**config.mk**
```make
export PLATFORM = sky130hd
export DESIGN_NAME = cvi_ctrl_detect
export DESIGN_NICKNAME = d
export VERILOG_FILES = /design/src/rtl/cvi_pkg.sv /design/src/rtl/cvi_ctrl_detect.sv /design/src/rtl/cvi_sync.sv /design/src/rtl/cvi_stab.sv
export VERILOG_INCLUDE_DIRS = /design/src /design/src/rtl
export SDC_FILE = /design/constraint.sdc
export NUM_CORES = 1
export LEC_CHECK = 0
export BUFFER_PORTS_ARGS = -buffer_cell sky130_fd_sc_hd__buf_2
export CAP_MARGIN = 20
export CORE_UTILIZATION = 37
export DETAILED_ROUTE_END_ITERATION = 7
export PLACE_DENSITY = 0.58
export SLEW_MARGIN = 5
export SYNTH_ARGS = -nofsm -noshare
export SYNTH_HDL_FRONTEND = slang
export SYNTH_SLANG_ARGS = --single-unit
```
**constraint.sdc**
```tcl
create_clock -name clk_i -period 5.8 [get_ports clk_i]
set_input_delay 0.87 -clock clk_i [delete_from_list [all_inputs] [get_ports clk_i]]
set_output_delay 0.87 -clock clk_i [all_outputs]
set_load 0.005 [all_outputs]
```
**src/rtl/cvi_params.svh**
```systemverilog
// Purpose: Offsets, field positions, reset values and widths for the
//          clocked video input control and format detection block.
// Assumes: Wishbone byte addresses, one 32-bit word per register.
// Notes:   Definitions only.
`ifndef CVI_PARAMS_SVH
`define CVI_PARAMS_SVH

`define CVI_DW            20
`define CVI_CW            16
`define CVI_STDW          3
`define CVI_AW            8

`define CVI_REG_CTRL      8'h00
`define CVI_REG_STATUS    8'h04
`define CVI_REG_IRQ       8'h08
`define CVI_REG_STD       8'h0c
`define CVI_REG_ACT_SMP   8'h10
`define CVI_REG_F0_ACT_LN 8'h14
`define CVI_REG_F1_ACT_LN 8'h18
`define CVI_REG_TOT_SMP   8'h1c
`define CVI_REG_F0_TOT_LN 8'h20
`define CVI_REG_F1_TOT_LN 8'h24

`define CVI_CTRL_GO       0
`define CVI_CTRL_EN_UPD   1
`define CVI_CTRL_EN_STB   2

`define CVI_ST_RUN        0
`define CVI_ST_ACT_SMP_V  3
`define CVI_ST_F0_LN_V    4
`define CVI_ST_TOT_SMP_V  5
`define CVI_ST_F1_LN_V    6
`define CVI_ST_INTERLACED 7
`define CVI_ST_STABLE     8
`define CVI_ST_RES_V      10
`define CVI_ST_W          11

`define CVI_IRQ_UPD       1
`define CVI_IRQ_STB       2

`define CVI_DEF_WIDTH     16'h0780
`define CVI_DEF_HEIGHT    16'h0438
`define CVI_DEF_INTERLACE 1'b0

`endif

```
**src/rtl/cvi_pkg.sv**
```systemverilog
// Purpose: Types shared by the clocked video input control block.
// Assumes: cvi_params.svh gives the widths.
// Notes:   Types only; numbers live in the header.
`include "cvi_params.svh"

package cvi_pkg;

    typedef enum logic [1:0] {
        CVI_ORDER_F1_FIRST  = 2'b00,
        CVI_ORDER_F0_FIRST  = 2'b01,
        CVI_ORDER_ANY_FIRST = 2'b10
    } cvi_order_e;

    typedef enum logic [1:0] {
        CVI_IDLE  = 2'b00,
        CVI_ARMED = 2'b01,
        CVI_RUN   = 2'b10
    } cvi_state_e;

    typedef struct packed {
        logic                valid;
        logic                sop;
        logic                field;
        logic [`CVI_DW-1:0]  data;
    } cvi_beat_s;

    typedef struct packed {
        logic [`CVI_CW-1:0]  width;
        logic [`CVI_CW-1:0]  height;
        logic                interlaced;
    } cvi_ctrl_s;

endpackage

```
**src/rtl/cvi_ctrl_detect.sv**
```systemverilog
// Purpose: Control, format detection and interrupt logic of a clocked
//          video input converter, with a classic Wishbone slave port.
// Assumes: Separate sync video; every video pin, its clock included, is
//          sampled by clk_i, which must run well above the pixel clock.
// Notes:   Field order is fixed at build time by FIELD_ORDER.
//
// What this block does
// - After reset output stays off while detection and interrupts still run.
// - Output starts, status bit 0 sets, at next matching field start.
// - Clearing go stops output at next matching field end, status 0 clears.
// - Interlaced field-one-first starts on field one and alternates.
// - Interlaced field-zero-first starts on field zero and alternates.
// - Interlaced any-field-first starts on either field, passes as arriving.
// - Progressive gives field-zero frames, none under field-one-first.
// - Count total and active samples per line; report after a whole line.
// - Count total and active lines per field; report after a whole field.
// - Decide interlace after one whole field; keep heights per field.
// - The video standard input bus is readable in a standard register.
// - Control packet uses default size and interlace until measured.
// - Each determined aspect loads its register and valid bit; the update interrupt waits for resolution valid.
// - Stable when two of three recent lines match; interrupt on change.
// - Lock low always means unstable video.
// - One interrupt output is the OR of update and stable interrupts.
// - Update interrupt fires whenever detected resolution changes.
// - Control bits two to one enable the two interrupts.
// - Interrupt bits two to one read pending; writing one clears it.
// - Interlaced status bit sets at the start of the second field.
// - Interlaced resolution valid and its interrupt wait for both fields.
`timescale 1ns/1ps
`default_nettype none

module cvi_ctrl_detect
    import cvi_pkg::*;
#(
    parameter cvi_order_e      FIELD_ORDER = CVI_ORDER_ANY_FIRST,
    parameter logic [15:0]     DEF_WIDTH   = `CVI_DEF_WIDTH,
    parameter logic [15:0]     DEF_HEIGHT  = `CVI_DEF_HEIGHT,
    parameter logic            DEF_INTER   = `CVI_DEF_INTERLACE
) (
    input  wire logic                 clk_i,
    input  wire logic                 rst_i,
    input  wire logic                 wb_cyc_i,
    input  wire logic                 wb_stb_i,
    input  wire logic                 wb_we_i,
    input  wire logic [`CVI_AW-1:0]   wb_adr_i,
    input  wire logic [3:0]           wb_sel_i,
    input  wire logic [31:0]          wb_dat_i,
    output logic      [31:0]          wb_dat_o,
    output logic                      wb_ack_o,
    input  wire logic                 vid_clk_i,
    input  wire logic [`CVI_DW-1:0]   vid_data_i,
    input  wire logic                 vid_datavalid_i,
    input  wire logic                 vid_h_sync_i,
    input  wire logic                 vid_v_sync_i,
    input  wire logic                 vid_f_i,
    input  wire logic                 vid_locked_i,
    input  wire logic [`CVI_STDW-1:0] vid_std_i,
    output cvi_pkg::cvi_beat_s        vout_o,
    output cvi_pkg::cvi_ctrl_s        ctrl_pkt_o,
    output logic                      irq_o
);

    import cvi_pkg::*;

    localparam int CW = `CVI_CW;
    localparam int SW = 6 + `CVI_DW + `CVI_STDW;

    ////////////////////////////////////////////////////////////////////////
    // Pin synchronisation and pixel clock edge detection.

    logic [SW-1:0]        pins_s;
    logic                 s_clk;
    logic                 s_de;
    logic                 s_h;
    logic                 s_v;
    logic                 s_f;
    logic                 s_lock;
    logic [`CVI_DW-1:0]   s_data;
    logic [`CVI_STDW-1:0] s_std;

    cvi_sync #(.W(SW)) u_sync (
        .clk_i (clk_i),
        .rst_i (rst_i),
        .d_i   ({vid_clk_i, vid_datavalid_i, vid_h_sync_i, vid_v_sync_i,
                 vid_f_i, vid_locked_i, vid_data_i, vid_std_i}),
        .q_o   (pins_s)
    );

    assign {s_clk, s_de, s_h, s_v, s_f, s_lock, s_data, s_std} = pins_s;

    logic clk_d_q;
    logic h_d_q;
    logic v_d_q;
    logic se;
    logic line_end;
    logic field_start;
    logic clr;

    // Losing lock clears all measurements; held sync levels reset high, no false edge.
    assign clr         = rst_i || !s_lock;
    assign se          = s_clk && !clk_d_q && s_lock;
    assign line_end    = se && s_h && !h_d_q;
    assign field_start = se && s_v && !v_d_q;

    always_ff @(posedge clk_i) begin
        if (rst_i) begin
            clk_d_q <= 1'b0;
        end else begin
            clk_d_q <= s_clk;
        end
    end

    always_ff @(posedge clk_i) begin
        if (clr) begin
            h_d_q <= 1'b1;
            v_d_q <= 1'b1;
        end else if (se) begin
            h_d_q <= s_h;
            v_d_q <= s_v;
        end
    end

    ////////////////////////////////////////////////////////////////////////
    // Width measurement.

    logic [CW-1:0] smp_cnt_q;
    logic [CW-1:0] act_cnt_q;
    logic          line_seen_q;
    logic [CW-1:0] tot_smp_q;
    logic [CW-1:0] act_smp_q;
    logic          smp_v_q;
    logic          line_ok;
    logic          wchg;

    assign line_ok = line_end && line_seen_q;
    assign wchg    = line_ok && smp_v_q && (tot_smp_q != smp_cnt_q
                  || (act_cnt_q != '0 && act_smp_q != act_cnt_q));

    always_ff @(posedge clk_i) begin
        if (clr) begin
            smp_cnt_q   <= '0;
            act_cnt_q   <= '0;
            line_seen_q <= 1'b0;
        end else if (line_end) begin
            smp_cnt_q   <= CW'(1);
            act_cnt_q   <= CW'(s_de);
            line_seen_q <= 1'b1;
        end else if (se) begin
            smp_cnt_q <= smp_cnt_q + CW'(1);
            act_cnt_q <= act_cnt_q + CW'(s_de);
        end
    end

    // Lines without active samples keep the last active width.
    always_ff @(posedge clk_i) begin
        if (clr) begin
            tot_smp_q <= '0;
            act_smp_q <= '0;
            smp_v_q   <= 1'b0;
        end else if (line_ok) begin
            tot_smp_q <= smp_cnt_q;
            act_smp_q <= (act_cnt_q != '0) ? act_cnt_q : act_smp_q;
            smp_v_q   <= 1'b1;
        end
    end

    ////////////////////////////////////////////////////////////////////////
    // Height and interlace measurement.

    logic [CW-1:0] ln_cnt_q;
    logic [CW-1:0] act_ln_cnt_q;
    logic          field_seen_q;
    logic          cur_f_q;
    logic [CW-1:0] f0_tot_q;
    logic [CW-1:0] f0_act_q;
    logic [CW-1:0] f1_tot_q;
    logic [CW-1:0] f1_act_q;
    logic          f0_v_q;
    logic          f1_v_q;
    logic          inter_q;
    logic          inter_known_q;
    logic          field_ok;
    logic          hchg;

    assign field_ok = field_start && field_seen_q;
    assign hchg     = field_ok && (cur_f_q
        ? (f1_v_q && (f1_tot_q != ln_cnt_q || f1_act_q != act_ln_cnt_q))
        : (f0_v_q && (f0_tot_q != ln_cnt_q || f0_act_q != act_ln_cnt_q)));

    always_ff @(posedge clk_i) begin
        if (clr) begin
            ln_cnt_q     <= '0;
            act_ln_cnt_q <= '0;
            field_seen_q <= 1'b0;
            cur_f_q      <= 1'b0;
        end else if (field_start) begin
            ln_cnt_q     <= '0;
            act_ln_cnt_q <= '0;
            field_seen_q <= 1'b1;
            cur_f_q      <= s_f;
        end else if (line_ok) begin
            ln_cnt_q     <= ln_cnt_q + CW'(1);
            act_ln_cnt_q <= act_ln_cnt_q + CW'(act_cnt_q != '0);
        end
    end

    // A field is only complete between two field starts.
    always_ff @(posedge clk_i) begin
        if (clr) begin
            f0_tot_q <= '0;
            f0_act_q <= '0;
            f1_tot_q <= '0;
            f1_act_q <= '0;
            f0_v_q   <= 1'b0;
            f1_v_q   <= 1'b0;
        end else if (field_ok && cur_f_q) begin
            f1_tot_q <= ln_cnt_q;
            f1_act_q <= act_ln_cnt_q;
            f1_v_q   <= 1'b1;
        end else if (field_ok) begin
            f0_tot_q <= ln_cnt_q;
            f0_act_q <= act_ln_cnt_q;
            f0_v_q   <= 1'b1;
        end
    end

    // Every field start after the first rechecks the flag, so a new format is seen.
    always_ff @(posedge clk_i) begin
        if (clr) begin
            inter_q       <= 1'b0;
            inter_known_q <= 1'b0;
        end else if (field_ok) begin
            inter_q       <= (s_f != cur_f_q);
            inter_known_q <= 1'b1;
        end
    end

    ////////////////////////////////////////////////////////////////////////
    // Stability, resolution valid and interrupt events.

    logic stab_raw;
    logic stable;
    logic stable_d_q;
    logic res_v;
    logic res_v_q;
    logic chg_q;
    logic upd_ev;
    logic stb_ev;

    cvi_stab #(.CW(CW)) u_stab (
        .clk_i    (clk_i),
        .rst_i    (rst_i),
        .clr_i    (!s_lock),
        .line_i   (line_ok),
        .total_i  (smp_cnt_q),
        .stable_o (stab_raw)
    );

    assign stable = stab_raw && s_lock;
    assign res_v  = smp_v_q && inter_known_q
                 && (inter_q ? (f0_v_q && f1_v_q) : f0_v_q);

    always_ff @(posedge clk_i) begin
        if (rst_i) begin
            stable_d_q <= 1'b0;
            res_v_q    <= 1'b0;
            chg_q      <= 1'b0;
        end else begin
            stable_d_q <= stable;
            res_v_q    <= res_v;
            chg_q      <= res_v && (wchg || hchg);
        end
    end

    assign stb_ev = stable != stable_d_q;
    assign upd_ev = (res_v && !res_v_q) || chg_q;

    ////////////////////////////////////////////////////////////////////////
    // Output start and stop on field boundaries.

    function automatic logic order_match(input logic f, input logic il,
                                         input logic at_start);
        logic ok;
        ok = 1'b0;
        case (FIELD_ORDER)
            CVI_ORDER_F1_FIRST:  ok = at_start ? f : (il && !f);
            CVI_ORDER_F0_FIRST:  ok = at_start ? !f : (f || !il);
            default:             ok = 1'b1;
        endcase
        return ok;
    endfunction

    cvi_state_e state_q;
    logic       go_q;
    logic       sop_pend_q;
    logic       run;

    assign run = (state_q == CVI_RUN);

    always_ff @(posedge clk_i) begin
        if (rst_i) begin
            state_q <= CVI_IDLE;
        end else begin
            case (state_q)
                CVI_IDLE: begin
                    if (go_q) begin
                        state_q <= CVI_ARMED;
                    end
                end
                CVI_ARMED: begin
                    if (!go_q) begin
                        state_q <= CVI_IDLE;
                    end else if (field_start
                                 && order_match(s_f, 1'b1, 1'b1)) begin
                        state_q <= CVI_RUN;
                    end
                end
                CVI_RUN: begin
                    // Lock loss ends the field early; rearms if go is still set, else idles.
                    if (!s_lock) begin
                        state_q <= go_q ? CVI_ARMED : CVI_IDLE;
                    end else if (field_ok && !go_q
                                 && order_match(cur_f_q, inter_q, 1'b0)) begin
                        state_q <= CVI_IDLE;
                    end
                end
                default: begin
                    state_q <= CVI_IDLE;
                end
            endcase
        end
    end

    always_ff @(posedge clk_i) begin
        if (rst_i) begin
            sop_pend_q <= 1'b0;
        end else if (field_start) begin
            sop_pend_q <= 1'b1;
        end else if (run && se && s_de) begin
            sop_pend_q <= 1'b0;
        end
    end

    // Fields arrive in source order, so alternation follows the source.
    always_ff @(posedge clk_i) begin
        if (rst_i) begin
            vout_o <= '0;
        end else begin
            vout_o.valid <= run && se && s_de && !s_v;
            vout_o.sop   <= sop_pend_q;
            vout_o.field <= cur_f_q;
            vout_o.data  <= s_data;
        end
    end

    always_ff @(posedge clk_i) begin
        if (rst_i) begin
            ctrl_pkt_o <= '0;
        end else begin
            ctrl_pkt_o.width      <= smp_v_q ? act_smp_q : DEF_WIDTH;
            ctrl_pkt_o.height     <= f0_v_q ? f0_act_q : DEF_HEIGHT;
            ctrl_pkt_o.interlaced <= inter_known_q ? inter_q : DEF_INTER;
        end
    end

    ////////////////////////////////////////////////////////////////////////
    // Wishbone slave, control and interrupt registers.

    logic             req;
    logic             wr;
    logic [2:1]       irq_en_q;
    logic [2:1]       irq_q;
    logic [2:1]       irq_clr;
    logic [`CVI_ST_W-1:0] status;

    assign req = wb_cyc_i && wb_stb_i && !wb_ack_o;
    assign wr  = req && wb_we_i && wb_sel_i[0];

    always_ff @(posedge clk_i) begin
        if (rst_i) begin
            wb_ack_o <= 1'b0;
        end else begin
            wb_ack_o <= req;
        end
    end

    always_ff @(posedge clk_i) begin
        if (rst_i) begin
            go_q     <= 1'b0;
            irq_en_q <= 2'h0;
        end else if (wr && wb_adr_i == `CVI_REG_CTRL) begin
            go_q     <= wb_dat_i[`CVI_CTRL_GO];
            irq_en_q <= wb_dat_i[`CVI_CTRL_EN_STB:`CVI_CTRL_EN_UPD];
        end
    end

    assign irq_clr = (wr && wb_adr_i == `CVI_REG_IRQ)
                   ? wb_dat_i[`CVI_IRQ_STB:`CVI_IRQ_UPD] : 2'h0;

    // A new event in the clearing cycle keeps its flag set.
    always_ff @(posedge clk_i) begin
        if (rst_i) begin
            irq_q <= 2'h0;
        end else begin
            irq_q <= (irq_q & ~irq_clr) | {stb_ev, upd_ev};
        end
    end

    assign irq_o = |(irq_q & irq_en_q);

    always_comb begin
        status                     = '0;
        status[`CVI_ST_RUN]        = run;
        status[`CVI_ST_ACT_SMP_V]  = smp_v_q;
        status[`CVI_ST_F0_LN_V]    = f0_v_q;
        status[`CVI_ST_TOT_SMP_V]  = smp_v_q;
        status[`CVI_ST_F1_LN_V]    = f1_v_q;
        status[`CVI_ST_INTERLACED] = inter_q;
        status[`CVI_ST_STABLE]     = stable;
        status[`CVI_ST_RES_V]      = res_v;
    end

    // Unmapped addresses read zero and are still acknowledged.
    always_ff @(posedge clk_i) begin
        if (rst_i) begin
            wb_dat_o <= '0;
        end else if (req && !wb_we_i) begin
            if (wb_adr_i == `CVI_REG_CTRL) begin
                wb_dat_o <= {29'h0, irq_en_q, go_q};
            end else if (wb_adr_i == `CVI_REG_STATUS) begin
                wb_dat_o <= {21'h0, status};
            end else if (wb_adr_i == `CVI_REG_IRQ) begin
                wb_dat_o <= {29'h0, irq_q, 1'b0};
            end else if (wb_adr_i == `CVI_REG_STD) begin
                wb_dat_o <= {{(32-`CVI_STDW){1'b0}}, s_std};
            end else if (wb_adr_i == `CVI_REG_ACT_SMP) begin
                wb_dat_o <= {16'h0, act_smp_q};
            end else if (wb_adr_i == `CVI_REG_F0_ACT_LN) begin
                wb_dat_o <= {16'h0, f0_act_q};
            end else if (wb_adr_i == `CVI_REG_F1_ACT_LN) begin
                wb_dat_o <= {16'h0, f1_act_q};
            end else if (wb_adr_i == `CVI_REG_TOT_SMP) begin
                wb_dat_o <= {16'h0, tot_smp_q};
            end else if (wb_adr_i == `CVI_REG_F0_TOT_LN) begin
                wb_dat_o <= {16'h0, f0_tot_q};
            end else if (wb_adr_i == `CVI_REG_F1_TOT_LN) begin
                wb_dat_o <= {16'h0, f1_tot_q};
            end else begin
                wb_dat_o <= '0;
            end
        end
    end

endmodule

`default_nettype wire

```
**src/rtl/cvi_sync.sv**
```systemverilog
// Purpose: Two-flop synchroniser for a bus of independent pin levels.
// Assumes: Each bit is a level; no multi-bit coherence is promised.
// Notes:   Only the second stage is visible outside.
`timescale 1ns/1ps
`default_nettype none

module cvi_sync #(
    parameter int W = 1
) (
    input  wire logic         clk_i,
    input  wire logic         rst_i,
    input  wire logic [W-1:0] d_i,
    output logic      [W-1:0] q_o
);

    logic [W-1:0] meta_q;
    logic [W-1:0] sync_q;

    always_ff @(posedge clk_i) begin
        if (rst_i) begin
            meta_q <= '0;
            sync_q <= '0;
        end else begin
            meta_q <= d_i;
            sync_q <= meta_q;
        end
    end

    assign q_o = sync_q;

endmodule

`default_nettype wire

```
**src/rtl/cvi_stab.sv**
```systemverilog
// Purpose: Line-length stability detector over the last three lines.
// Assumes: line_i pulses once per completed line with its total count.
// Notes:   clr_i forgets the history, e.g. while lock is lost.
`timescale 1ns/1ps
`default_nettype none

module cvi_stab #(
    parameter int CW = 16
) (
    input  wire logic          clk_i,
    input  wire logic          rst_i,
    input  wire logic          clr_i,
    input  wire logic          line_i,
    input  wire logic [CW-1:0] total_i,
    output logic               stable_o
);

    logic [CW-1:0] hist_q [3];
    logic [1:0]    seen_q;

    always_ff @(posedge clk_i) begin
        if (rst_i || clr_i) begin
            seen_q <= 2'h0;
            for (int i = 0; i < 3; i++) begin
                hist_q[i] <= '0;
            end
        end else if (line_i) begin
            hist_q[0] <= total_i;
            hist_q[1] <= hist_q[0];
            hist_q[2] <= hist_q[1];
            if (seen_q != 2'h3) begin
                seen_q <= seen_q + 2'h1;
            end
        end
    end

    // Two equal entries among three recent lines make the input stable.
    always_ff @(posedge clk_i) begin
        if (rst_i || clr_i) begin
            stable_o <= 1'b0;
        end else begin
            stable_o <= (seen_q >= 2'h2 && hist_q[0] == hist_q[1])
                     || (seen_q == 2'h3 && (hist_q[0] == hist_q[2]
                                         || hist_q[1] == hist_q[2]));
        end
    end

endmodule

`default_nettype wire

```
## Yosys cells after proc, flatten, opt, wreduce, memory -nomap -nowiden

Memory sizes are Yosys's and may differ from the RTL's.
Cells that the tools add are included.
W data, S select, Z words.

| storage, ports and cells | value |
|---|---|
| memory bits (writable) | 48 |
| bits of input ports | 78 |
| output and inout bits | 90 |
| word-level logic and storage cells | 201 |
| register bits | 332 |
| memories | 1 |

Memory list:

| memory | depth | bits a word | rd ports | clocked after memory_dff | write ports | RTL line | source |
|---|---|---|---|---|---|---|---|
| u_stab.hist_q | 3 | 16 | 3 | 0 | 3 | cvi_stab.sv:18 | `logic [CW-1:0] hist_q [3];` |

| cells by class | value |
|---|---|
| $add $sub $neg | 5 |
| mux-type cells | 42 |
| reduce and logical (&&, ||, !) cells | 68 |
| eq/ne operators | 27 |
| bitwise logic cells | 11 |
| order comparisons | 1 |

Operators by type and width:

| operator | number |
|---|---|
| $mux W16 | 13 |
| $ne A16 B16 Y1 | 6 |
| $eq A16 B16 Y1 | 3 |
| $logic_and A1 B1 Y1 | 36 |
| $add A16 B1 Y16 | 2 |
| $add A16 B1 Y16 const B | 2 |
| $eq A8 B5 Y1 const B | 4 |
| $mux W11 | 2 |
| $mux W1 | 20 |
| $eq A8 B4 Y1 const B | 2 |
| $eq A8 B6 Y1 const B | 2 |
| $reduce_bool A16 Y1 | 1 |
| $mux W2 | 6 |
| $reduce_or A2 Y1 | 6 |
| $logic_not A1 Y1 | 9 |
| $eq A8 B3 Y1 const B | 1 |
| $logic_not A8 Y1 | 1 |
| $logic_or A1 B1 Y1 | 8 |
| $ne A3 B3 Y1 const B | 2 |
| $pmux W2 S3 | 1 |
| $reduce_and A2 Y1 | 3 |
| $and A2 B2 Y2 | 2 |
| $eq A2 B2 Y1 const B | 2 |
| $ne A2 B2 Y1 const B | 2 |
| other kinds (11) | 18 |

## Logic depth before layout (Yosys ltp)

Gate-level depths: netlist of run 1.

| logic depth | value |
|---|---|
| depth after elaboration | 11 |
| mapped depth | 9 |

## Modules after synthesis

From an unflattened synthesis of run 1, not the netlist that was laid out.

| unflattened totals | value |
|---|---|
| cells, all modules | 1667 |
| area total of the unflattened synthesis | 15602.5 µm² |

By module, submodules not included:

| module | times used | seq. area each (µm²) | cells each | area an instance (µm²) |
|---|---|---|---|---|
| cvi_ctrl_detect | 1 | 5104.9 | 1360 | 11557.3 |
| cvi_stab | 1 | 1501.4 | 185 | 2476.1 |
| cvi_sync | 1 | 1161.1 | 122 | 1569.0 |

## Worst setup path before layout of run 1

Ideal clock, no wire load.

| timing | value |
|---|---|
| path kind | input-to-reg |
| start point | in rst_i |
| end point | mem u_stab.hist_q[0][0] (enable) |
| stages | 6 |
| data required time | 5.398 ns |
| setup slack | 2.710 ns |
| path buffers | 3 |
| arrival | 2.687 ns |
| cell sequence | clkbuf_1 > nand2b_1 > buf_1 > nor2_1 > clkbuf_1 > inv_1 |

RTL lines:

| item | RTL line | source |
|---|---|---|
| start: declaration | cvi_ctrl_detect.sv:41 | `input wire logic rst_i,` |
| end: declaration | cvi_stab.sv:18 |  |

## Final worst setup path of run 1

| timing | value |
|---|---|
| start point | reg h_d_q |
| end point | reg act_smp_q[10] |

| on the way | value |
|---|---|
| longest elaborated chain between the ends | 4 |

RTL lines:

| item | RTL line | source |
|---|---|---|
| start: declaration | cvi_ctrl_detect.sv:92 | `logic h_d_q;` |
| start signal: assignment | cvi_ctrl_detect.sv:118 | `h_d_q <= s_h;` |
| $logic_not A1 Y1 | cvi_ctrl_detect.sv:102 | `assign line_end = se && s_h && !h_d_q;` |
| $logic_and A1 B1 Y1 | cvi_ctrl_detect.sv:102 |  |
| $logic_and A1 B1 Y1 | cvi_ctrl_detect.sv:135 | `assign line_ok = line_end && line_seen_q;` |
| $reduce_and A2 Y1 (no source line) | - |  |
| end signal: assignment | cvi_ctrl_detect.sv:162 | `act_smp_q <= (act_cnt_q != '0) ? act_cnt_q : act_smp_q;` |
| end: declaration | cvi_ctrl_detect.sv:130 | `logic [CW-1:0] act_smp_q;` |

No other way between the ends.
A chain may end at the register's enable or synchronous reset.

==> results of run 1 <==
==> layout make-up <==
| type | count | area share |
|---|---|---|
| Sequential cell | 364 | 0.439 |
| Multi-Input combinational cell | 1138 | 0.401 |
| Clock buffer | 56 | 0.0651 |
| Timing Repair Buffer | 132 | 0.0393 |
| Tap cell | 532 | 0.0376 |
| Clock inverter | 18 | 0.0138 |
| Inverter | 19 | 0.00403 |
| Antenna cell | 2 | 0.000283 |
==> kinds of logic (layout without fill, tap and decap cells) <==
kind of cell | after synthesis | count (layout)
buffers and inverters | 147 | 225
DFF | 364 | 364
and+or+nand+nor | 651 | 651
xor gates and xnor gates | 198 | 198
other | 1 | 18
muxes | 57 | 57
adders and majority gates | 8 | 8
AOI/OAI and AO/OA | 208 | 208
==> stage by stage <==
step | hold WS (ps) | cell area, µm²
5_1_grt | 440 | 17700
3_3_place_gp | 416 | 16300
3_5_place_dp | 422 | 16300
6_report | 434 | 17700
4_1_cts | 427 | 17700
2_1_floorplan | 412 | 15600
==> sequential cells by signal (all words and copies together), names as in the netlist, 16 cells and up <==
name / flops
u_sync.q_o: 29
act_cnt_q: 16
vout_o: 23
act_smp_q: 16
u_sync.meta_q: 29
f1_tot_q: 16
smp_cnt_q: 16
u_stab.hist_q: 48
act_ln_cnt_q: 16
f0_tot_q: 16
ln_cnt_q: 16
ctrl_pkt_o: 33
wb_dat_o: 16
f1_act_q: 16
tot_smp_q: 16
f0_act_q: 16
==> synthesized netlist by cell type, drive strengths merged (2+ instances only) <==
cell type / count / area share
o211ai: 4 / 0.0019
mux2: 2 / 0.0014
nand4: 34 / 0.014
mux2i: 55 / 0.035
o2111ai: 3 / 0.0017
a21oi: 97 / 0.031
xor2: 135 / 0.076
o21a: 2 / 0.00096
a31oi: 2 / 0.00080
xnor2: 63 / 0.035
ha: 8 / 0.0064
inv: 18 / 0.0043
nor2: 157 / 0.039
nor2b: 87 / 0.035
a211oi: 6 / 0.0029
buf: 39 / 0.017
o22ai: 3 / 0.0012
nand2: 163 / 0.039
nand3b: 5 / 0.0027
o221ai: 7 / 0.0039
nand2b: 9 / 0.0036
o2bb2ai: 4 / 0.0023
a21o: 17 / 0.0082
nand3: 27 / 0.0087
or2: 2 / 0.00080
nor4b: 3 / 0.0021
nor3b: 6 / 0.0032
o21ai: 33 / 0.011
a221oi: 9 / 0.0051
clkbuf: 88 / 0.025
nor3: 12 / 0.0053
dfxtp: 316 / 0.41
and2: 32 / 0.013
edfxtp: 48 / 0.093
and4: 7 / 0.0039
and3b: 2 / 0.0011
o31ai: 3 / 0.0014
or4b: 2 / 0.0018
o32ai: 6 / 0.0034
and3: 58 / 0.023
a22oi: 7 / 0.0034
nor4: 34 / 0.014
or3: 9 / 0.0037
==> per-layer routing <==
layer / track usage / share of wire
met3: 0.0444 / 0.072
met1: 0.272 / 0.47
met2: 0.292 / 0.43
met5: 0 / 0
met4: 0.0826 / 0.036
==> worst max-delay path by stage <==
| stage | from | end | slack [ps] | cells after the start |
|---|---|---|---|---|
| after floorplan | rst_i | u_stab.hist_q[0][0] | 2710 | 6 |
| after global placement | wb_adr_i[3] | wb_dat_o[7] | 2550 | 7 |
| after detailed placement | wb_adr_i[3] | wb_dat_o[7] | 2530 | 7 |
| after CTS | h_d_q | act_smp_q[2] | 2950 | 6 |
| after global routing | u_sync.q_o[23] | act_smp_q[15] | 2700 | 6 |
| final | h_d_q | act_smp_q[10] | 2900 | 6 |
==> power by group through the flow <==
stage | combinational, mW | clock, mW | sequential [mW]
2_1_floorplan | 0.109 | 0 | 2.65
3_3_place_gp | 0.153 | 0 | 2.65
3_5_place_dp | 0.154 | 0 | 2.65
4_1_cts | 0.155 | 2.74 | 2.60
5_1_grt | 0.171 | 2.84 | 2.60
6_report | 0.156 | 2.68 | 2.60
==> out/results.ini, run 1 <==
[status]
status=finished with violations
violations=DRC

[finish]
finalNetCount=1782
synthToLayoutAreaGrowth_pct=13.8
multi_input_area_um2=7110
fill_cells=3971
final-instance-count-excl-fill=2261
layout_commonest_cell=dfxtp_1
ff_latch_area_um2=7770
top_library_cells_by_usage_in_the_layout_fill_and_taps_aside=dfxtp_1, nand2_1, nor2_1
drive_above_1_share=0.126
finish.utilization=0.430

[pwr]
totalPowerFinal_mw=5.44
leakagePower_nw=7.38
irDropWorstVdd_v=0.000266
power.switching_mw=1.17
sw_frac_of_total=0.216
power.combinational.fraction=0.029
cellPowerDensity_nw_per_um2=307
power.sequential.fraction=0.478
pwr-share-clk=0.493
power_report.internal_total_mw=4.27

[clock_network]
cts_buffer_depth=3
clk_latency_ps=570
cts_buffers=41
clock_tree_root=clkbuf_16
cts_hold_buffers=0
tritoncts_num_sinks=364
post_cts.repair.setup_buffers=0
clkTransAtPathRegs_ps=60
cts_resized=0
tritoncts=yes
cts_htree_levels=2

[sta]
timing_worst_slew_pin_value_ps=1120
timing.final.setup_violations=0
fmax_ghz=0.345
post_route_clock_period_utilization=0.500
final-hold-violation-count=0
slew_headroom=0.251
layout_setup_ws_ps=2900
setup_repair_after_global_routing_missed_its_margin=no
pins_over_slew_limit=0
finalWorstPathRequiredPeriod_ps=2900
fin_setup_tns_ps=0
worst_clock_skew_ps=17.8

[detailed_routing]
remaining_drc_errors=6
drt-total-wl_um=42300
post_drt_via_cell_ratio=5.14
post_drt_wl_per_cell_um=18.7
drt_pass_1_iters=7
vias=11600
detailedRoute.firstIterationViolations=860
ant_nets=0

[placed_design]
place.gp.congestion=0.920
detailed_place_hpwl_um=29500
dp_cells=2185
port-buffer-count=119
pre_cts_ws_ps=2530

[flow_run]
max-cap-violations=0

[yosys]
share_of_synthesized_area_occupied_by_flip_flops_and_latches=0.499
synth_enable_flop_cells=48
yosys.cell_types.count=66
async_flop_share=0
netlist_instances=1634
synth_area_per_cell_um2=9.52
ys_ff_latch=364
yosys.area_share.xor_xnor=0.111
synthesis.yosys.warnings=0
synth.area.mux_share=0.0368
synthSimpleGateAreaFrac=0.215
mappedNetlistArea_um2=15600
synth_fa_ha_area_frac=0.00643
largest_family_of_logic_cells_by_synthesized_area=simple AND/OR/NAND/NOR gates
synth-compound-area-share=0.0821
dominantRegCellSynth=dfxtp_1

[critical_path]
path_class=reg -> reg
setup.worst_path.start_class=flop
cp.required_ps=6200
r2r_end=act_smp_q[10]
r2r_cells=6
crit-reg2reg-launch=h_d_q
cp_top_family=simple AND/OR/NAND/NOR gates
crit_path_max_fanout=52
path_cells=and3b_1, and2_1, buf_4, nand2_1, mux2i_1, nor2_1
worst_ep_arrival_time_ps=3310
critPathMaxStageDelay_ps=680
worstPathBufferInverterCount=1
setup.worst_path.end_class=flop
worst_path_max_delay_cell=nand2_1
regToRegSetupSlack_ps=2900

[worst_hold_path]
hold_depth=1
min_to=u_sync.q_o[23]
min_path_type=reg -> reg
hold_path_startpoint=u_sync.meta_q[23]

[die]
fp.coreArea_um2=41200
io_pins=168
initial_utilization=0.378
dieHeight_um=207
placementRows=74
die_area_um2=42900
die_w_um=207

[global_route]
vias_in_the_first_global_route=11200
grt_use_total=0.196
grt_first_pass_wirelength_um=65800
grt_antenna_before_repair=6
grt_start_max_net_pins=95
globalRoute.totalOverflow=0

Power figures use the tool's default switching activity.
==> run 2, diff against run 1 <==
==> constraint.sdc (replaced) <==
create_clock -name clk_i -period 2.9 [get_ports clk_i]
set_input_delay 0.435 -clock clk_i [delete_from_list [all_inputs] [get_ports clk_i]]
set_output_delay 0.435 -clock clk_i [all_outputs]
set_load 0.005 [all_outputs]
==> out/results.ini, run 2 (synthesized netlist as in run 1, its figures left out) <==
[detailed_routing]
detailedRoute.firstIterationViolations=828  ; -3.7%
post_drt_wl_per_cell_um=18.7  ; about the same
vias=11700  ; +1.1%
post_drt_via_cell_ratio=5.15  ; +0.26%
drt_pass_1_iters=7  ; unchanged
topRoutingLayerUsed=met4
route.met2.wl_um=18600  ; +3.1%
wl_met3_um=2780  ; -9.2%
ant_nets=0  ; unchanged
remaining_drc_errors=6  ; unchanged
wl_met1_um=20000  ; +1.7%
drt-total-wl_um=42600  ; +0.92%

[die]
die_w_um=207  ; unchanged
initial_utilization=0.378  ; unchanged
die_area_um2=42900  ; unchanged
placementRows=74  ; unchanged
fp.coreArea_um2=41200  ; unchanged
io_pins=168  ; unchanged
dieHeight_um=207  ; unchanged

[pwr]
cellPowerDensity_nw_per_um2=599  ; +95%
totalPowerFinal_mw=10.7  ; +97%
leakagePower_nw=7.48  ; +1.4%
irDropWorstVdd_v=0.000507  ; +91%

[clock_network]
cts_hold_buffers=0  ; unchanged
cts_buffer_depth=3  ; unchanged
clkTransAtPathRegs_ps=60  ; about the same
clock_tree_root=clkbuf_16
tritoncts=yes
cts_htree_levels=2  ; unchanged
post_cts.repair.setup_buffers=0  ; unchanged
tritoncts_num_sinks=364  ; unchanged
cts_buffers=41  ; unchanged
cts_resized=0  ; unchanged
clk_latency_ps=570  ; about the same

[critical_path]
path_class=reg -> reg
crit-reg2reg-launch=act_cnt_q[11]
worst_path_max_delay_cell=nand4_1
path_cells=nor4_1, nand4_1, ha_1, ha_1, and3_1, nand4_1, xor2_1, nor2_1
crit_path_max_fanout=7  ; -87%
setup.worst_path.start_class=flop
r2r_end=act_ln_cnt_q[12]
r2r_cells=8  ; +2
worst_ep_arrival_time_ps=2980  ; -330 ps
setup.worst_path.end_class=flop
regToRegSetupSlack_ps=360  ; -2540 ps
cp.required_ps=3340  ; -2860 ps
critPathMaxStageDelay_ps=470  ; -210 ps

[sta]
slew_headroom=0.346  ; +0.0944
timing_worst_slew_pin_value_ps=979  ; -144 ps
pins_over_slew_limit=0  ; unchanged
final-hold-violation-count=0  ; unchanged
finalWorstPathRequiredPeriod_ps=2540  ; -365 ps
post_route_clock_period_utilization=0.875  ; +0.374
layout_setup_ws_ps=363  ; -2540 ps
fmax_ghz=0.394  ; +14%
setup_repair_after_global_routing_missed_its_margin=no
whs_ps=67.7  ; -367 ps
fin_setup_tns_ps=0  ; unchanged
timing.final.setup_violations=0  ; unchanged
worst_clock_skew_ps=13.5  ; -4.23 ps

[global_route]
grt_antenna_before_repair=1  ; -5
grt_first_pass_wirelength_um=66200  ; +0.61%
grt_use_total=0.197  ; +0.00135
vias_in_the_first_global_route=11300  ; +0.52%
grt_start_max_net_pins=99  ; +4.2%
globalRoute.totalOverflow=0  ; unchanged

[finish]
largest_register=u_stab.hist_q
fill_cells=4052  ; +2.0%
largest_register_ff_count=48  ; unchanged
synthToLayoutAreaGrowth_pct=14.8
finalInstanceArea_um2=17900  ; +0.90%
finalNetCount=1802  ; +1.1%
top_library_cells_by_usage_in_the_layout_fill_and_taps_aside=dfxtp_1, nand2_1, nor2_1
drive_above_1_share=0.136  ; +0.00951
largest_registers=u_stab.hist_q (48), ctrl_pkt_o (33)
layout_commonest_cell=dfxtp_1

[worst_hold_path]
min_to=u_sync.meta_q[9]
min_path_type=in -> reg
hold_depth=2  ; +1
hold_path_startpoint=vid_data_i[6]

[flow_run]
max-cap-violations=0  ; unchanged

[status]
violations=DRC
status=finished with violations

[placed_design]
pre_cts_ws_ps=435  ; -2090 ps
port-buffer-count=119  ; unchanged
place.gp.congestion=0.937  ; +1.8%
placement.cell_area_um2=16500  ; +1.2%
detailed_place_hpwl_um=30600  ; +3.8%

run 2: worst max-delay path: cells and delay by family (launching register included):
family                     cells  cell delay [ps]
xor gates and xnor gates       1              150
adders and majority gates      2              640
DFF                            1              380
and+or+nand+nor                5             1250
run 2: stage by stage:
step | std cells | utilization
finish | 2280 | 0.434
global route | 2278 | 0.434
CTS | 2278 | 0.434
detailed placement | 2205 | 0.401
global placement | 2205 | 0.401
floorplan | 1649 | -
run 2: area by class of cell:
class	instances	area, µm²	share of cell area
clock inverters	14	174	0.00973
clock buffers	59	1180	0.0662
repair buffers	152	896	0.0501
inverters	19	71.3	0.00399
flip-flops and latches	364	7770	0.435
well taps	532	666	0.0372
diodes	2	5.00	0.000280
multi-input cells	1138	7110	0.398
run 2: worst max path at each step:
stage,end,slack [ps],from
finish,act_ln_cnt_q[12],360,act_cnt_q[11]
global route,act_ln_cnt_q[12],310,act_cnt_q[11]
CTS,act_ln_cnt_q[12],430,act_cnt_q[11]
detailed placement,wb_dat_o[0],430,wb_adr_i[7]
global placement,wb_dat_o[3],460,wb_adr_i[7]
floorplan,u_stab.hist_q[0][0],250,rst_i
run 2: per-layer routing:
| layer | global-route usage | vias up |
|---|---|---|
| li1 | - | 5677 |
| met1 | 0.272 | 5613 |
| met4 | 0.0795 | 0 |
| met3 | 0.0428 | 68 |
| met5 | 0 | - |
| met2 | 0.299 | 389 |
run 2: where the power goes:
group          switching [mW]  internal [mW]  total (mW)
logic                   0.200          0.126       0.326
clock network            2.13           3.04        5.17
registers              0.0331           5.17        5.20
==> run 3, diff against run 2 <==
--- a/config.mk
+++ b/config.mk
@@ -8,9 +8,12 @@
 export LEC_CHECK = 0
 export BUFFER_PORTS_ARGS = -buffer_cell sky130_fd_sc_hd__buf_2
 export CAP_MARGIN = 20
+export CELL_PAD_IN_SITES_DETAIL_PLACEMENT = 1
+export CELL_PAD_IN_SITES_GLOBAL_PLACEMENT = 1
+export CORE_MARGIN = 2
 export CORE_UTILIZATION = 37
 export DETAILED_ROUTE_END_ITERATION = 7
-export PLACE_DENSITY = 0.58
+export PLACE_DENSITY = 0.7
 export SLEW_MARGIN = 5
 export SYNTH_ARGS = -nofsm -noshare
 export SYNTH_HDL_FRONTEND = slang
==> out/results.ini, run 3 (synthesized netlist as in run 1, its figures left out) <==
[status]
status=finished, final reports clean

[clock_network]
tritoncts=yes
cts_resized=0  ; unchanged
cts_buffers=41  ; unchanged
cts_htree_levels=2  ; unchanged
tritoncts_num_sinks=364  ; unchanged
post_cts.repair.setup_buffers=0  ; unchanged
cts_buffer_depth=3  ; unchanged
clk_latency_ps=580  ; about the same
cts_hold_buffers=0  ; unchanged
clock_tree_root=clkbuf_16
clkTransAtPathRegs_ps=60  ; about the same

[global_route]
globalRoute.totalOverflow=0  ; unchanged
grt_antenna_before_repair=1  ; unchanged
vias_in_the_first_global_route=12200  ; +7.9%
grt_use_total=0.215  ; +0.0175
grt_start_max_net_pins=78  ; -21%
grt_first_pass_wirelength_um=72300  ; +9.1%

[critical_path]
r2r_end=act_smp_q[3]
critPathMaxStageDelay_ps=430  ; -40 ps
crit-reg2reg-launch=u_sync.q_o[28]
worst-path-stages=8  ; unchanged
worst_path_max_delay_cell=and3b_1
setup.worst_path.start_class=flop
startpoint_of_the_worst_setup_timing_path=u_sync.q_o[28]
crit_path_max_fanout=53  ; +46
worst_ep_arrival_time_ps=2760  ; -220 ps
setup.worst_path.end_class=flop
cp_top_family=simple AND/OR/NAND/NOR gates
r2r_cells=8  ; unchanged
path_cells=and3b_1, buf_4, and2_1, buf_12, nand2_1, buf_4, mux2i_1, nor2_1
critPathMostFrequentCell=buf_4
worst_setup_path_endpoint=act_smp_q[3]
regToRegSetupSlack_ps=610  ; +240 ps
path_class=reg -> reg
worstPathBufferInverterCount=3  ; +3
cp.required_ps=3360  ; +20 ps

[sta]
layout_setup_ws_ps=606  ; +242 ps
timing_worst_slew_pin_value_ps=778  ; -201 ps
final-hold-violation-count=0  ; unchanged
timing.final.setup_violations=0  ; unchanged
post_route_clock_period_utilization=0.791  ; -0.0835
worst_clock_skew_ps=25.9  ; +12.4 ps
finalWorstPathRequiredPeriod_ps=2290  ; -242 ps
fmax_ghz=0.436  ; +11%
slew_headroom=0.480  ; +0.134
fin_setup_tns_ps=0  ; unchanged
setup_repair_after_global_routing_missed_its_margin=no
pins_over_slew_limit=0  ; unchanged

[pwr]
irDropWorstVdd_v=0.000488  ; -3.8%
leakagePower_nw=7.55  ; +0.85%
totalPowerFinal_mw=11.0  ; +3.1%
cellPowerDensity_nw_per_um2=613  ; +2.4%

[detailed_routing]
detailedRoute.firstIterationViolations=712  ; -14%
post_drt_via_cell_ratio=5.23  ; +1.6%
remaining_drc_errors=0  ; -6
ant_nets=0  ; unchanged
drt-total-wl_um=47100  ; +11%
drt_pass_1_iters=5  ; -2
vias=12000  ; +2.1%
post_drt_wl_per_cell_um=20.6  ; +10%

[finish]
largest_register=u_stab.hist_q
layout_commonest_cell=dfxtp_1
final-instance-count-excl-fill=2291  ; +0.48%
finish.utilization=0.431  ; -0.00267
top_library_cells_by_usage_in_the_layout_fill_and_taps_aside=dfxtp_1, nand2_1, nor2_1
drive_above_1_share=0.139  ; +0.00353
diodes=0  ; -2
largest_registers=u_stab.hist_q (48), ctrl_pkt_o (33)
finalNetCount=1806  ; +0.22%
synthToLayoutAreaGrowth_pct=15.7
largest_register_ff_count=48  ; unchanged

[placed_design]
place.gp.congestion=0.947  ; +1.1%
pre_cts_ws_ps=459  ; +24.5 ps
detailed_place_hpwl_um=33900  ; +11%
port-buffer-count=119  ; unchanged
dp_cells=2216  ; +0.50%

[die]
io_pins=168  ; unchanged
dieHeight_um=209  ; +0.97%
initial_utilization=0.373  ; -0.00504
die_w_um=209  ; +0.97%
die_area_um2=43700  ; +1.9%
fp.coreArea_um2=41800  ; +1.4%
placementRows=75  ; +1.4%

[worst_hold_path]
min_path_type=in -> reg

[flow_run]
max-cap-violations=0  ; unchanged

run 3: cell count changes in the layout (fill, tap and decap cells not counted), sizes merged:
cell / before / now
buf: 152 / 156
bufinv: 2 / 5
clkbuf: 59 / 57
diode: 2 / 0
inv: 19 / 20
run 3: layer usage:
layer,global-route usage,share of wire
met5,0,0
met4,0.0618,0.026
met3,0.0518,0.068
met2,0.346,0.46
met1,0.287,0.45
run 3: worst min path at each step:
| stage | end | startpoint | slack, ps | depth (start not counted) |
|---|---|---|---|---|
| finish | u_sync.meta_q[5] | vid_data_i[2] | 60 | 2 |
| floorplan | vout_o[22] | u_sync.q_o[25] | 410 | 1 |
| CTS | u_sync.meta_q[5] | vid_data_i[2] | 20 | 2 |
| global route | u_sync.meta_q[27] | vid_datavalid_i | 30 | 2 |
| detailed placement | vout_o[8] | u_sync.q_o[11] | 430 | 1 |
| global placement | u_sync.q_o[15] | u_sync.meta_q[15] | 410 | 1 |
run 3: metrics by stage:
step | hold slack (ps) | instance area, µm²
final | 61.6 | 18000
after floorplan | 412 | 15600
after global routing | 34.4 | 18000
after global placement | 414 | 16600
after detailed placement | 427 | 16600
after CTS | 24.5 | 18000
run 3: where the power goes:
group | leakage, nW | switching [mW] | total (mW) | internal [mW]
sequential | 3.14 | 0.0336 | 5.20 | 5.17
combinational | 3.70 | 0.207 | 0.332 | 0.125
clock | 0.708 | 2.20 | 5.50 | 3.30
total | 7.55 | 2.45 | 11.0 | 8.59
run 3: cell type report:
class / instances / area (µm²)
repair buffers: 156 / 938
flip-flops and latches: 364 / 7770
clock buffers: 57 / 1170
well taps: 539 / 674
fillers: 4734 / 23800
multi-input cells: 1138 / 7110
inverters: 19 / 71.3
clock inverters: 18 / 275
